`src/verilog/adc_pkg.sv`:
```
// constants shared by the converter control and its approximation engine
// assumes nibble-wide memory-mapped registers on a 7-bit data address
package adc_pkg;

  // ************************************************************
  // register map
  // ************************************************************
  localparam logic [6:0] ADC_MODE_REG_ADDR   = 7'h16;
  localparam logic [6:0] RESULT_LOW_ADDR     = 7'h17;
  localparam logic [6:0] RESULT_HIGH_ADDR    = 7'h18;
  localparam logic [6:0] SHARED_FLAGS_ADDR   = 7'h20;

  // ************************************************************
  // field positions
  // ************************************************************
  localparam int CONV_LENGTH_BIT    = 0;
  localparam int CHANNEL_SEL_LO_BIT = 2;
  localparam int CHANNEL_SEL_HI_BIT = 3;
  localparam int LOW_SPEED_BIT      = 0;
  localparam int WATCHDOG_BIT       = 1;
  localparam int START_FLAG_BIT     = 2;
  localparam int MODE_A_BIT         = 3;

  // ************************************************************
  // reset values and timing in instruction cycles
  // ************************************************************
  localparam logic [3:0] FLAGS_RESET   = 4'h0;
  localparam logic [1:0] CHANNEL_RESET = 2'h0;
  localparam logic       LENGTH_RESET  = 1'b0;
  localparam logic [7:0] TRIAL_FIRST   = 8'h80;
  localparam logic [6:0] CONV_SHORT    = 7'h22;
  localparam logic [6:0] CONV_LONG     = 7'h43;
  localparam logic [6:0] STEP_SHORT    = 7'h04;
  localparam logic [6:0] STEP_LONG     = 7'h08;
  localparam int         RESULT_BITS   = 8;

  typedef enum logic {ENG_IDLE, ENG_RUN} engine_state_e;

  // conversion length in instruction cycles for the selected period
  function automatic logic [6:0] conv_total(input logic long_sel);
    conv_total = long_sel ? CONV_LONG : CONV_SHORT;
  endfunction : conv_total

  // instruction cycles between two bit decisions
  function automatic logic [6:0] conv_step(input logic long_sel);
    conv_step = long_sel ? STEP_LONG : STEP_SHORT;
  endfunction : conv_step

endpackage : adc_pkg

```
`src/verilog/adc_core_if.sv`:
```
// signals between the register side and the approximation engine
// assumes both ends run on the same clock
`timescale 1ns/1ns
interface adc_core_if;
  logic       tick;      // one instruction cycle, gated off in low power
  logic       start;     // one-cycle launch request
  logic       long_sel;  // conversion period select
  logic       comp;      // synchronised comparator, input above ladder
  logic       busy;
  logic       done;      // one-cycle completion pulse
  logic [7:0] code;      // trial value on the ladder
  logic [7:0] value;     // held result

  modport ctrl   (output tick, start, long_sel, comp, input busy, done, code, value);
  modport engine (input tick, start, long_sel, comp, output busy, done, code, value);
endinterface : adc_core_if

```
`src/verilog/adc_sar_engine.sv`:
```
// successive approximation engine: sequences the eight bit decisions
// assumes ticks are gated while the chip sleeps and comp is synchronised
`timescale 1ns/1ns
module adc_sar_engine
  import adc_pkg::*;
(
  input  wire logic  clock,
  input  wire logic  reset,
  adc_core_if.engine core
);

  // ************************************************************
  // state
  // ************************************************************
  engine_state_e state;
  engine_state_e next_state;
  logic [6:0]    count;
  logic [6:0]    next_count;
  logic [7:0]    code;
  logic [7:0]    next_code;
  logic [7:0]    value;
  logic [7:0]    next_value;
  logic          long_sel;
  logic          next_long_sel;
  logic          done;
  logic          next_done;
  logic [6:0]    pre;
  logic [6:0]    rel;
  logic [2:0]    bit_idx;
  logic          decide;

  // decision points: a short preamble then one decision per step
  always_comb
  begin
    pre     = conv_total(long_sel) - (conv_step(long_sel) << 3);
    rel     = count - pre;
    bit_idx = 3'(RESULT_BITS - 1 - (long_sel ? (rel >> 3) : (rel >> 2)));
    decide  = (count >= pre) && ((rel & (conv_step(long_sel) - 7'h01))
              == (conv_step(long_sel) - 7'h01));
  end

  // next-state logic of the sequencer
  always_comb
  begin
    next_state    = state;
    next_count    = count;
    next_code     = code;
    next_value    = value;
    next_long_sel = long_sel;
    next_done     = 1'b0;
    case (state)
      ENG_IDLE:
      begin
        if (core.start)
        begin
          next_state    = ENG_RUN;
          next_count    = '0;
          next_code     = TRIAL_FIRST;
          next_long_sel = core.long_sel;
        end
      end
      ENG_RUN:
      begin
        if (core.tick)
        begin
          next_count = count + 7'h01;
          if (decide)
          begin
            next_code[bit_idx] = core.comp;
            if (bit_idx != 3'h0)
              next_code[bit_idx - 3'h1] = 1'b1;
          end
          if (count == conv_total(long_sel) - 7'h01)
          begin
            next_state = ENG_IDLE;
            next_done  = 1'b1;
            next_value = {next_code[7:1], core.comp};
          end
        end
      end
      default: next_state = ENG_IDLE;
    endcase
  end

  // control registers
  always_ff @(posedge clock)
  begin
    if (reset)
    begin
      state    <= ENG_IDLE;
      count    <= '0;
      code     <= '0;
      long_sel <= LENGTH_RESET;
      done     <= 1'b0;
    end
    else
    begin
      state    <= next_state;
      count    <= next_count;
      code     <= next_code;
      long_sel <= next_long_sel;
      done     <= next_done;
    end
  end

  // result survives reset and only changes at completion
  always_ff @(posedge clock)
  begin
    value <= next_value;
  end

  assign core.busy  = (state == ENG_RUN);
  assign core.done  = done;
  assign core.code  = code;
  assign core.value = value;

  // ************************************************************
  // checks
  // ************************************************************
  // value is unknown until the first completion, so compare case-wise
  a_value_held: assert property (@(posedge clock) disable iff (reset)
    !next_done |=> value === $past(value))
    else $error("result changed outside completion");
  a_short_length: assert property (@(posedge clock) disable iff (reset)
    (state == ENG_RUN && tick_last() && !long_sel) |-> count == CONV_SHORT - 7'h01)
    else $error("short conversion length wrong");
  a_long_length: assert property (@(posedge clock) disable iff (reset)
    (state == ENG_RUN && tick_last() && long_sel) |-> count == CONV_LONG - 7'h01)
    else $error("long conversion length wrong");

  function automatic logic tick_last();
    tick_last = core.tick && next_done;
  endfunction : tick_last

endmodule : adc_sar_engine

```
`src/verilog/adc_sequencer_control.sv`:
```
// converter control: mode register, shared flags, result read-back
// assumes nibble register port from the core and an external ladder and comparator
//
// Function
// - convert one of four inputs to eight bits by successive approximation
// - mode bits 3 and 2 pick the input channel zero to three
// - mode bit 0 picks 34 or 67 instruction cycles per conversion
// - result is read-only, two nibbles, and reset leaves it unchanged
// - result stays unchanged from completion until the next conversion completes
// - writing one to the start flag launches a conversion
// - completion loads the result and clears the start flag
// - no conversion progress in stop, watch or subactive modes
// - ladder current is cut in every low-power mode
// - start flag is bit 2 of a shared four-bit flag register, reset zero
`timescale 1ns/1ns
module adc_sequencer_control
  import adc_pkg::*;
#(
  parameter int CYC_DIV = 4  // clocks per instruction cycle
)
(
  input  wire logic       clock,
  input  wire logic       reset,
  input  wire logic [6:0] reg_addr,
  input  wire logic       reg_write,
  input  wire logic [3:0] reg_wdata,
  input  wire logic       reg_read,
  output      logic [3:0] reg_rdata,
  input  wire logic       low_power,
  input  wire logic       comparator,
  output      logic [7:0] ladder_code,
  output      logic [1:0] analog_input_sel,
  output      logic       ladder_enable,
  output      logic       conversion_busy,
  output      logic       mode_flag_a,
  output      logic       watchdog_enable_flag,
  output      logic       low_speed_flag
);

  adc_core_if core ();

  // ************************************************************
  // state
  // ************************************************************
  logic [1:0] comp_sync;
  logic [$clog2(CYC_DIV+1)-1:0] div_count;
  logic [$clog2(CYC_DIV+1)-1:0] next_div_count;
  logic       tick;
  logic       next_tick;
  logic [1:0] channel;
  logic [1:0] next_channel;
  logic       conv_length_sel;
  logic       next_conv_length_sel;
  logic [3:0] flags;
  logic [3:0] next_flags;
  logic       start;
  logic       next_start;
  logic [3:0] next_rdata;
  logic       wr_mode;
  logic       wr_flags;

  adc_sar_engine engine (
    .clock (clock),
    .reset (reset),
    .core  (core)
  );

  // comparator comes from the analogue side, two flops before use
  always_ff @(posedge clock)
  begin
    if (reset)
      comp_sync <= 2'b00;
    else
      comp_sync <= {comp_sync[0], comparator};
  end

  // instruction-cycle enable, stopped while the oscillator is unavailable
  always_comb
  begin
    next_div_count = div_count;
    next_tick      = 1'b0;
    if (!low_power)
    begin
      if (int'(div_count) == CYC_DIV - 1)
      begin
        next_div_count = '0;
        next_tick      = 1'b1;
      end
      else
        next_div_count = div_count + 1'b1;
    end
  end

  // register writes and start flag handling
  always_comb
  begin
    wr_mode              = reg_write && (reg_addr == ADC_MODE_REG_ADDR);
    wr_flags             = reg_write && (reg_addr == SHARED_FLAGS_ADDR);
    next_channel         = channel;
    next_conv_length_sel = conv_length_sel;
    next_flags           = flags;
    next_start           = 1'b0;
    if (wr_mode)
    begin
      next_channel         = {reg_wdata[CHANNEL_SEL_HI_BIT],
                              reg_wdata[CHANNEL_SEL_LO_BIT]};
      next_conv_length_sel = reg_wdata[CONV_LENGTH_BIT];
    end
    if (core.done)
      next_flags[START_FLAG_BIT] = 1'b0;
    if (wr_flags)
    begin
      next_flags[MODE_A_BIT]    = reg_wdata[MODE_A_BIT];
      next_flags[WATCHDOG_BIT]  = reg_wdata[WATCHDOG_BIT];
      next_flags[LOW_SPEED_BIT] = reg_wdata[LOW_SPEED_BIT];
      // a start write during conversion is forbidden and ignored
      if (reg_wdata[START_FLAG_BIT] && !flags[START_FLAG_BIT])
      begin
        next_flags[START_FLAG_BIT] = 1'b1;
        next_start                 = 1'b1;
      end
    end
  end

  // read mux, registered; write-only and unmapped addresses read zero
  always_comb
  begin
    next_rdata = 4'h0;
    if (reg_read)
    begin
      case (reg_addr)
        RESULT_LOW_ADDR:   next_rdata = core.value[3:0];
        RESULT_HIGH_ADDR:  next_rdata = core.value[7:4];
        SHARED_FLAGS_ADDR: next_rdata = flags;
        default:           next_rdata = 4'h0;
      endcase
    end
  end

  // registers of the control side
  always_ff @(posedge clock)
  begin
    if (reset)
    begin
      div_count            <= '0;
      tick                 <= 1'b0;
      channel              <= CHANNEL_RESET;
      conv_length_sel      <= LENGTH_RESET;
      flags                <= FLAGS_RESET;
      start                <= 1'b0;
      reg_rdata            <= 4'h0;
      ladder_code          <= '0;
      analog_input_sel     <= CHANNEL_RESET;
      ladder_enable        <= 1'b0;
      conversion_busy      <= 1'b0;
      mode_flag_a          <= 1'b0;
      watchdog_enable_flag <= 1'b0;
      low_speed_flag       <= 1'b0;
    end
    else
    begin
      div_count            <= next_div_count;
      tick                 <= next_tick;
      channel              <= next_channel;
      conv_length_sel      <= next_conv_length_sel;
      flags                <= next_flags;
      start                <= next_start;
      reg_rdata            <= next_rdata;
      ladder_code          <= core.code;
      analog_input_sel     <= next_channel;
      ladder_enable        <= !low_power;
      conversion_busy      <= next_flags[START_FLAG_BIT];
      mode_flag_a          <= next_flags[MODE_A_BIT];
      watchdog_enable_flag <= next_flags[WATCHDOG_BIT];
      low_speed_flag       <= next_flags[LOW_SPEED_BIT];
    end
  end

  assign core.tick     = tick && !low_power;
  assign core.start    = start;
  assign core.long_sel = conv_length_sel;
  assign core.comp     = comp_sync[1];

  // ************************************************************
  // checks
  // ************************************************************
  a_start_launch: assert property (@(posedge clock) disable iff (reset)
    (wr_flags && reg_wdata[START_FLAG_BIT] && !flags[START_FLAG_BIT])
    |=> flags[START_FLAG_BIT] ##1 core.busy)
    else $error("start write did not launch");
  a_done_clears: assert property (@(posedge clock) disable iff (reset)
    core.done |=> !flags[START_FLAG_BIT])
    else $error("start flag not cleared at completion");
  a_flag_busy: assert property (@(posedge clock) disable iff (reset)
    core.busy |-> flags[START_FLAG_BIT])
    else $error("flag low while converting");
  a_ladder_off: assert property (@(posedge clock) disable iff (reset)
    low_power |=> !ladder_enable)
    else $error("ladder powered in low power");
  a_no_progress: assert property (@(posedge clock) disable iff (reset)
    (low_power && core.busy) |=> $stable(core.code))
    else $error("conversion advanced in low power");
  a_channel_map: assert property (@(posedge clock) disable iff (reset)
    wr_mode |=> analog_input_sel == {$past(reg_wdata[3]), $past(reg_wdata[2])})
    else $error("channel select wrong");
  a_high_nibble: assert property (@(posedge clock) disable iff (reset)
    (reg_read && reg_addr == RESULT_HIGH_ADDR) |=> reg_rdata == $past(core.value[7:4]))
    else $error("upper nibble read wrong");
  a_flags_read: assert property (@(posedge clock) disable iff (reset)
    (reg_read && reg_addr == SHARED_FLAGS_ADDR) |=> reg_rdata == $past(flags))
    else $error("flag register read wrong");

endmodule : adc_sequencer_control

```
`config.mk`:
```
export PLATFORM = sky130hd
export DESIGN_NAME = adc_sequencer_control
export DESIGN_NICKNAME = d
export VERILOG_FILES = /design/src/verilog/adc_pkg.sv /design/src/verilog/adc_core_if.sv /design/src/verilog/adc_sar_engine.sv /design/src/verilog/adc_sequencer_control.sv
export SDC_FILE = /design/constraint.sdc
export NUM_CORES = 1
export LEC_CHECK = 0
export BUFFER_PORTS_ARGS = -buffer_cell sky130_fd_sc_hd__clkbuf_2
export CAP_MARGIN = 20
export CORE_MARGIN = 2
export CORE_UTILIZATION = 57
export CTS_CLUSTER_DIAMETER = 100
export CTS_CLUSTER_SIZE = 30
export DETAILED_ROUTE_END_ITERATION = 7
export GPL_ROUTABILITY_DRIVEN = 0
export HOLD_SLACK_MARGIN = 0.08
export PLACE_DENSITY = 0.78
export SYNTH_ARGS = -nofsm -noshare
export SYNTH_HDL_FRONTEND = slang
export SYNTH_HIERARCHICAL = 1
export SYNTH_SLANG_ARGS = --single-unit
export TNS_END_PERCENT = 30
```
`constraint.sdc`:
```
create_clock -name clock -period 3 [get_ports clock]
set_input_delay 0.45 -clock clock [delete_from_list [all_inputs] [get_ports clock]]
set_output_delay 0.45 -clock clock [all_outputs]
set_load 0.005 [all_outputs]
```
==> impl_results.md, run 1 <==
* Initial antenna violation count at 0
* Critical path type: reg -> reg
* Number of routed nets with antenna violations at 0
* Fraction of synthesized cell area in xor and xnor cells at 0.0157
* Hold_buf cts at 0
* MaxCap Viol Count at 0
* DIE WIDTH at 74.0 um
* Setup crit start kind: flop
* Port buffer count at 35
* Post-Syn Nets at 328
* Grt ovf at 0
* TritonCTS clock tree: done
* Pleak at 0.00117 uW
* Num Clock Sinks at 53
* Vias in the first global route at 2149
* Distinct cells, synth at 62
* R2R cell count at 12
* Period minus WS final at 2.77 ns
* Area share of fa/ha/maj cells after synthesis at 0.0269
* CP Capture Point: engine/core.value[4]
* Slack of the worst reg-to-reg path at 0.23 ns
* Core Area at 4720 sq um
* Least-Margin Pin Slew at 0.710 ns
* Clk root buf: clkbuf_8
* Pre-CTS WS at 0.177 ns
* CP required at 3.06 ns
* Hold WS at 0.360 ns
* Number of diodes at 0
* Most common cell in the netlist: dfxtp_1
* DR WL/cell at 15.2 um
* Area growth, synth to finish at 11.5%
* DRC Markers at 0
* Max IR drop VDD at 0.222 mV
* R2R Path Start: engine/count[0]
* Relative slew slack at 0.527
* Post-CTS setup buffers at 0
* Worst r2r dst: engine/core.value[4]
* Simple-Gate Fraction of Synth Area at 0.277
* H-tree depth at 2
* Mux share of post-synthesis cell area at 0.0399
* Register area share after synthesis at 0.409
* Worst setup margin at 0.228 ns
* CTS buffer count at 5
* Power per Cell Area at 376 nW/um^2
* # fillers at 407
* # rows at 25
* Critical path origin: engine/count[0]
* Post-layout util at 0.659
* Vias per cell at 6.06
* Top cells by count, synth: 45 x dfxtp_1, 27 x nor2_1, 25 x nand2_1
* Die Area at 5470 sq um
* Mapped Cells at 305
* Nets@finish at 360
* Via count at 2455
* Initial Util at 0.590
* Clk slew on worst S/H paths at 0.10 ns
* Highest clock rate at 361 MHz
* Placed inst area at 3020 sq um
* CP max FO at 5
* Post-synthesis async set-or-reset flop share at 0
* Main synth FF type: dfxtp_1
* Final hold violations at 0
* Main combinational cell family by area after synthesis: simple AND/OR/NAND/NOR gates
* First-pass GRT wire length at 10100 um
* Final Max Slew Viols at 0
* CP Capture Type: flop
* GRT Overall Usage at 0.236
* Ys Warns at 6
* Crit path DAT at 2.83 ns
* EDFF count, synth at 8
* Worst skew pair latency at 0.30 ns
* Pin count of the biggest net entering global routing at 34
* RSZ-0062 raised after global routing: false
* CTS Buffer Depth at 2
* Final worst path period share at 0.924
* Synth Area per Inst at 9.14 sq um
* DPL Wire Length at 4350 um
* 1st-pass router iterations at 4
* #FFs+latches synth at 53
* Area contributors post-synth: dfxtp_1 32%, edfxtp_1 8.6%, nor2_1 3.6%, mux2i_1 3.6%, o21ai_0 3.4%
* Final TNS setup at 0 ns
* Compound-gate portion of the synthesized area at 0.189
* Final setup viols at 0
* I/O pins at 36
* Worst min-delay path class: in -> reg
* Clock skew at 0.00903 ns
* Mapped cell area at 2790 sq um
* Routed WL at 6140 um
* Share of cells above drive strength 1 at 0.195
* Die height at 74.0 um
* Post-synth top area cell: dfxtp_1
* Share of the synthesized area in the top cell type at 0.323
* Detailed Route Iter0 Violations at 184
* Outcome: completed
* Final Cell Area at 3110 sq um
==> power by group <==
group          total [uW]  internal, uW  switching (uW)
registers             725           722            2.99
clock network         395           166             230
logic                50.0          18.5            31.6
==> per-stage QoR <==
step | total power, uW | std cells
after floorplan | 771 | 305
after global placement | 790 | 397
after detailed placement | 792 | 397
after CTS | 1180 | 405
after global routing | 1220 | 405
final | 1170 | 405
==> worst min-delay path by stage <==
| stage | to | cells after the start | from |
|---|---|---|---|
| floorplan | flags[2] | 1 | engine/core.done |
| global route | comp_sync[0] | 2 | comparator |
| finish | comp_sync[0] | 2 | comparator |
| detailed placement | flags[2] | 1 | engine/core.done |
| global placement | flags[2] | 1 | engine/core.done |
| CTS | comp_sync[0] | 2 | comparator |
==> kinds of logic (layout without fill, tap and decap cells) <==
family / count (synthesis) / in the layout
AO/OA/AOI/OAI: 70 / 70
adder cells (fa/ha/maj): 6 / 6
AND/OR/NAND/NOR: 133 / 133
buffers and inverters: 27 / 60
flip-flops: 53 / 53
XOR/XNOR: 5 / 5
multiplexers: 11 / 11
==> routing by layer <==
| metal | wire length (um) | up-vias | global-route usage |
|---|---|---|---|
| li1 | - | 1196 | - |
| met1 | 2800 | 1139 | 0.324 |
| met2 | 2790 | 100 | 0.374 |
| met3 | 394 | 20 | 0.0434 |
| met4 | 148 | 0 | 0.0889 |
| met5 | 0 | - | 0 |
==> critical path, stage by stage, from the launching register on <==
cell and delay [ns]:
dfxtp_1 0.36, inv_1 0.07, ha_1 0.17, and2b_1 0.21, buf_4 0.16, o21a_1 0.19
nor2_1 0.30, a21oi_2 0.08, ha_1 0.36, inv_1 0.13, nor2_1 0.05, a32o_1 0.21
a22o_1 0.23
==> layout make-up <==
class	count	area [sq um]	area share
timing repair buffer	41	220	0.0708
tap	67	83.8	0.0270
inverter	11	41.3	0.0133
clock inverter	2	13.8	0.00442
clock buffer	6	72.6	0.0233
multi-input combinational	225	1540	0.494
sequential	53	1140	0.367
==> timing repair <==
item / 4_1_cts / 5_1_grt
endpoints found under the setup margin: 0 / 4
hold endpoints to repair: 0 / 0
resized for setup: 0 / 3
==> flip-flops by register name, indices dropped and copies added (netlist names), 2 cells and up <==
register / flops
engine/core.code: 8
engine/core.value: 8
ladder_code: 8
engine/count: 7
reg_rdata: 4
div_count: 3
flags: 3
channel: 2
comp_sync: 2
==> placed cells by master, fill, tap and decap left out, types with 8 or more instances in the layout <==
cell type | netlist | layout
nand3_1 | 14 | 14
nor2b_1 | 14 | 14
mux2i_1 | 10 | 10
dfxtp_1 | 45 | 45
nand2_1 | 25 | 25
inv_1 | 11 | 10
o21ai_0 | 19 | 19
clkbuf_2 | 0 | 35
edfxtp_1 | 8 | 8
nor2_1 | 27 | 27
Note: power is estimated with default switching activity, not from simulation.
==> run 2: changes to the inputs <==
--- a/config.mk
+++ b/config.mk
@@ -8,13 +8,13 @@
 export BUFFER_PORTS_ARGS = -buffer_cell sky130_fd_sc_hd__clkbuf_2
 export CAP_MARGIN = 20
 export CORE_MARGIN = 2
-export CORE_UTILIZATION = 57
+export CORE_UTILIZATION = 30
 export CTS_CLUSTER_DIAMETER = 100
 export CTS_CLUSTER_SIZE = 30
 export DETAILED_ROUTE_END_ITERATION = 7
 export GPL_ROUTABILITY_DRIVEN = 0
 export HOLD_SLACK_MARGIN = 0.08
-export PLACE_DENSITY = 0.78
+export PLACE_DENSITY = 0.46
 export SYNTH_ARGS = -nofsm -noshare
 export SYNTH_HDL_FRONTEND = slang
 export SYNTH_HIERARCHICAL = 1
==> run 2 against run 1 <==
  * Register-to-register slack about the same
  * Power increased by 3.0%
  * Non-clock buffer count increased by 3
  * Clock power increased by 8.4%
  * Critical endpoint is now engine/core.value[1]
  * Largest power group unchanged
  * Highest routed layer unchanged
==> impl_results.md, run 2 (synthesis results as in run 1) <==
* Grt met3 use at 0.0230
* TritonCTS clock tree: done
* DR WL/cell at 14.7 um
* CP required at 3.05 ns
* Worst skew pair latency at 0.31 ns
* Detailed Route Iter0 Violations at 98
* DIE WIDTH at 100 um
* Num Clock Sinks at 53
* Final setup viols at 0
* CP max FO at 8
* Setup crit start kind: flop
* Clk root buf: clkbuf_8
* Pleak at 0.00121 uW
* Core Area at 9110 sq um
* Final TNS setup at 0 ns
* Met1 GRT Util at 0.190
* Port buffer count at 35
* DRC Markers at 0
* Die height at 100 um
* Period minus WS final at 2.78 ns
* CTS Buffer Depth at 2
* Relative slew slack at 0.634
* Initial Util at 0.306
* Most frequent cells in the layout: 45 x dfxtp_1, 35 x clkbuf_2, 27 x nor2_1, 25 x nand2_1, 19 x o21ai_0
* Max stage delay cell, worst path: dfxtp_1
* CP max stage delay at 0.40 ns
* Most common cell on crit path: o21ai_0
* Outcome: completed
* Number of routed nets with antenna violations at 0
* DPL Wire Length at 5030 um
* Top flop regs: engine/core.code: 8 flops, engine/core.value: 8 flops, ladder_code: 8 flops
* CTS resizes at 0
* # rows at 35
* First-pass GRT wire length at 11100 um
* Final hold violations at 0
* Vias per cell at 5.22
* Number of diodes at 0
* Post-CTS setup buffers at 0
* RSZ-0062 raised after global routing: true
* GRT Overall Usage at 0.137
* CP Capture Type: flop
* Pin count of the biggest net entering global routing at 20
* GRT Max-Usage Layer: met2
* Worst min-delay path class: in -> reg
* Power per Cell Area at 375 nW/um^2
* # fillers at 970
* Final worst path period share at 0.926
* Overall power at 1210 uW
* Clk slew on worst S/H paths at 0.10 ns
* Area growth, synth to finish at 15.3%
* MaxCap Viol Count at 0
* I/O pins at 36
* Met2 GRT Util at 0.223
* Highest clock rate at 360 MHz
* Most common cell after layout, fill and taps aside: dfxtp_1
* Max IR drop VDD at 0.174 mV
* Share of cells above drive strength 1 at 0.208
* Final Max Slew Viols at 0
* 1st-pass router iterations at 4
* Crit path DAT at 2.83 ns
* Nets@finish at 363
* Clock skew at 0.00580 ns
* Critical path type: reg -> reg
* CTS buffer count at 5
* Grt ovf at 0
* Hold_buf cts at 0
* Least-Margin Pin Slew at 0.548 ns
* Initial antenna violation count at 0
* CP cell instances: inv_1 -> ha_1 -> and2b_1 -> o21ai_0 -> a31o_2 -> inv_2 -> ha_2 -> nor2_1 -> mux2_2 -> a32oi_1 -> o21ai_0
* H-tree depth at 2
* Routed WL at 6660 um
* Via count at 2359
* Vias in the first global route at 2224
* Die Area at 10100 sq um
## run 2: layer usage
layer	routed length, um	up-vias	part of all wire
met2	3120	34	0.47
li1	-	1204	-
met3	209	5	0.031
met5	0	-	0
met4	48	0	0.0072
met1	3270	1116	0.49
## run 2: final cells by class
| cell class | count | area, sq um | share of cell area |
|---|---|---|---|
| Clock buffer | 6 | 82.6 | 0.0257 |
| Clock inverter | 2 | 12.5 | 0.00389 |
| Inverter | 11 | 41.3 | 0.0128 |
| Multi-Input combinational cell | 225 | 1560 | 0.484 |
| Sequential cell | 53 | 1140 | 0.355 |
| Tap cell | 111 | 139 | 0.0432 |
| Timing Repair Buffer | 44 | 243 | 0.0755 |
## run 2: where the power goes
| group | internal (uW) | switching [uW] | total (uW) |
|---|---|---|---|
| combinational | 19.3 | 32.5 | 51.9 |
| sequential | 722 | 3.05 | 725 |
| clock | 188 | 240 | 428 |
| total | 930 | 276 | 1210 |
## run 2: final timing paths
check        slack (ns)  cells after the start             start                    to
max                0.22                     11   engine/count[0]  engine/core.value[1]
min                0.36                      2        comparator          comp_sync[0]
max reg2reg        0.22                     11   engine/count[0]  engine/core.value[1]
min reg2reg        0.43                      1  engine/core.done              flags[2]
## run 2: per-stage QoR
step | utilization | hold WS [ns] | instances | worst slack [ns] | instance area (sq um)
finish | 0.353 | 0.359 | 452 | 0.222 | 3220
global route | 0.353 | 0.363 | 452 | -0.00985 | 3220
CTS | 0.350 | 0.357 | 452 | 0.175 | 3190
detailed placement | 0.340 | 0.408 | 444 | 0.186 | 3100
global placement | 0.340 | 0.407 | 444 | 0.229 | 3100
floorplan | - | 0.398 | 305 | 0.328 | 2790
## run 2: critical path: cells and delay by family, from the launching register on
family | cells | cell delay (ns)
AO/OA/AOI/OAI | 4 | 0.76
adder cells (fa/ha/maj) | 2 | 0.46
buffers and inverters | 2 | 0.19
flip-flops | 1 | 0.40
multiplexers | 1 | 0.26
AND/OR/NAND/NOR | 2 | 0.43
==> run 3: changes to the inputs <==
--- a/config.mk
+++ b/config.mk
@@ -5,16 +5,16 @@
 export SDC_FILE = /design/constraint.sdc
 export NUM_CORES = 1
 export LEC_CHECK = 0
-export BUFFER_PORTS_ARGS = -buffer_cell sky130_fd_sc_hd__clkbuf_2
 export CAP_MARGIN = 20
 export CORE_MARGIN = 2
 export CORE_UTILIZATION = 30
 export CTS_CLUSTER_DIAMETER = 100
 export CTS_CLUSTER_SIZE = 30
 export DETAILED_ROUTE_END_ITERATION = 7
+export DONT_BUFFER_PORTS = 1
 export GPL_ROUTABILITY_DRIVEN = 0
 export HOLD_SLACK_MARGIN = 0.08
-export PLACE_DENSITY = 0.46
+export PLACE_DENSITY = 0.43
 export SYNTH_ARGS = -nofsm -noshare
 export SYNTH_HDL_FRONTEND = slang
 export SYNTH_HIERARCHICAL = 1
==> run 3 against run 2 <==
  * Clock power rose by 18%
  * Critical endpoint is now engine/core.value[4]
  * Global-route usage rose by 0.22 points
  * Maximum frequency rose by 0.91%
  * Setup slack improved by 0.025 ns
  * Power rose by 4.2%
  * Register-to-register slack improved by 0.03 ns
  * Flip-flop and latch count did not move
  * Largest power group unchanged
  * Cell count fell by 7.7%
==> impl_results.md, run 3 (synthesis results as in run 1) <==
* DIE WIDTH at 100 um
* Hold_buf cts at 0
* Least-Margin Pin Slew at 0.553 ns
* DRC Markers at 0
* RSZ-0062 raised after global routing: false
* Post-CTS setup buffers at 0
* Most common cell after layout, fill and taps aside: dfxtp_1
* CP required at 3.07 ns
* 1st-pass router iterations at 4
* Final setup viols at 0
* Number of diodes at 0
* Met2 GRT Util at 0.231
* Most frequent cells in the layout: 44 x dfxtp_1, 27 x nor2_1, 25 x nand2_1, 19 x o21ai_0
* Vias in the first global route at 2153
* TritonCTS clock tree: done
* CTS resizes at 0
* Routed WL at 6680 um
* Clk slew on worst S/H paths at 0.10 ns
* Clock skew at 0.00486 ns
* Initial Util at 0.306
* Layout Cells excl Fill at 417
* Period minus WS final at 2.75 ns
* Outcome: completed
* Power per Cell Area at 412 nW/um^2
* Placed inst area at 2920 sq um
* Nets@finish at 328
* Worst skew pair latency at 0.30 ns
* Final Max Slew Viols at 0
* Number of routed nets with antenna violations at 0
* Crit path DAT at 2.82 ns
* Final hold violations at 0
* CP Capture Type: flop
* Port buffer count at 0
* Via count at 2232
* Highest clock rate at 363 MHz
* Grt met3 use at 0.0258
* Core Area at 9110 sq um
* CTS buffer count at 5
* MaxCap Viol Count at 0
* Post-layout util at 0.334
* Die Area at 10100 sq um
* CTS Buffer Depth at 2
* Vias per cell at 5.35
* I/O pins at 36
* CP max FO at 7
* Clk root buf: clkbuf_8
* Final Cell Area at 3050 sq um
* Top flop regs: engine/core.code: 8 flops, engine/core.value: 8 flops, ladder_code: 8 flops
* # fillers at 969
* Pleak at 0.00105 uW
* GRT Overall Usage at 0.139
* GRT Max-Usage Layer: met2
* Share of cells above drive strength 1 at 0.114
* H-tree depth at 2
* Die height at 100 um
* DPL Wire Length at 5010 um
* Final TNS setup at 0 ns
* Critical path type: reg -> reg
* Final worst path period share at 0.918
* Worst min-delay path class: in -> reg
* Pin count of the biggest net entering global routing at 34
* Detailed Route Iter0 Violations at 68
* First-pass GRT wire length at 11200 um
* Area growth, synth to finish at 9.24%
* Met1 GRT Util at 0.187
* # rows at 35
* Setup crit start kind: flop
* DR WL/cell at 16.0 um
* Grt ovf at 0
* Relative slew slack at 0.628
* Max IR drop VDD at 0.202 mV
* Cell total after placement at 409
* Num Clock Sinks at 53
* Overall power at 1260 uW
* Initial antenna violation count at 0
## run 3: changes by cell type in the layout (fill, tap and decap cells not counted), sizes merged
cell	change
clkbuf	-34
bufinv	+1
clkinv	-1
inv	-1
## run 3: where the power goes
part           switching (uW)  internal [uW]  total (uW)  leakage [uW]
combinational            12.6           11.0        23.6      0.000546
clock                     234            272         506     0.0000585
sequential               3.41            722         726      0.000445
total                     250           1010        1260       0.00105
## run 3: final cells by class
cell class	count	area, sq um	share of cell area
multi-input cells	225	1540	0.506
flip-flops and latches	53	1140	0.375
well taps	111	139	0.0456
clock buffers	7	86.3	0.0283
repair buffers	9	67.6	0.0222
inverters	11	41.3	0.0136
clock inverters	1	30.0	0.00986
## run 3: stage by stage
stage | setup slack [ns] | hold WS, ns
after CTS | 0.138 | 0.191
after detailed placement | 0.165 | 0.411
after global routing | 0.0388 | 0.183
final | 0.247 | 0.198
after floorplan | 0.328 | 0.398
after global placement | 0.241 | 0.407
## run 3: worst paths after layout
kind	startpoint	end	slack, ns	depth (start not counted)
setup / recovery	engine/count[0]	engine/core.value[4]	0.25	13
hold reg to reg	engine/core.done	flags[2]	0.43	1
setup reg to reg	engine/count[0]	engine/core.value[4]	0.25	13
hold / removal	low_power	ladder_enable	0.20	1
## run 3: critical path: stages, from the launching register on
cell	delay [ns]
dfxtp_2	0.37
inv_1	0.05
ha_1	0.21
inv_1	0.06
ha_2	0.26
xnor2_1	0.15
nor2_1	0.05
a31o_2	0.26
inv_1	0.16
ha_1	0.31
inv_1	0.14
nor2_1	0.06
a32o_1	0.22
a22o_1	0.22
## run 3: routing by layer
metal / up-vias / part of all wire
met5: - / 0
li1: 1126 / -
met4: 0 / 0.010
met3: 7 / 0.033
met1: 1063 / 0.48
met2: 36 / 0.47
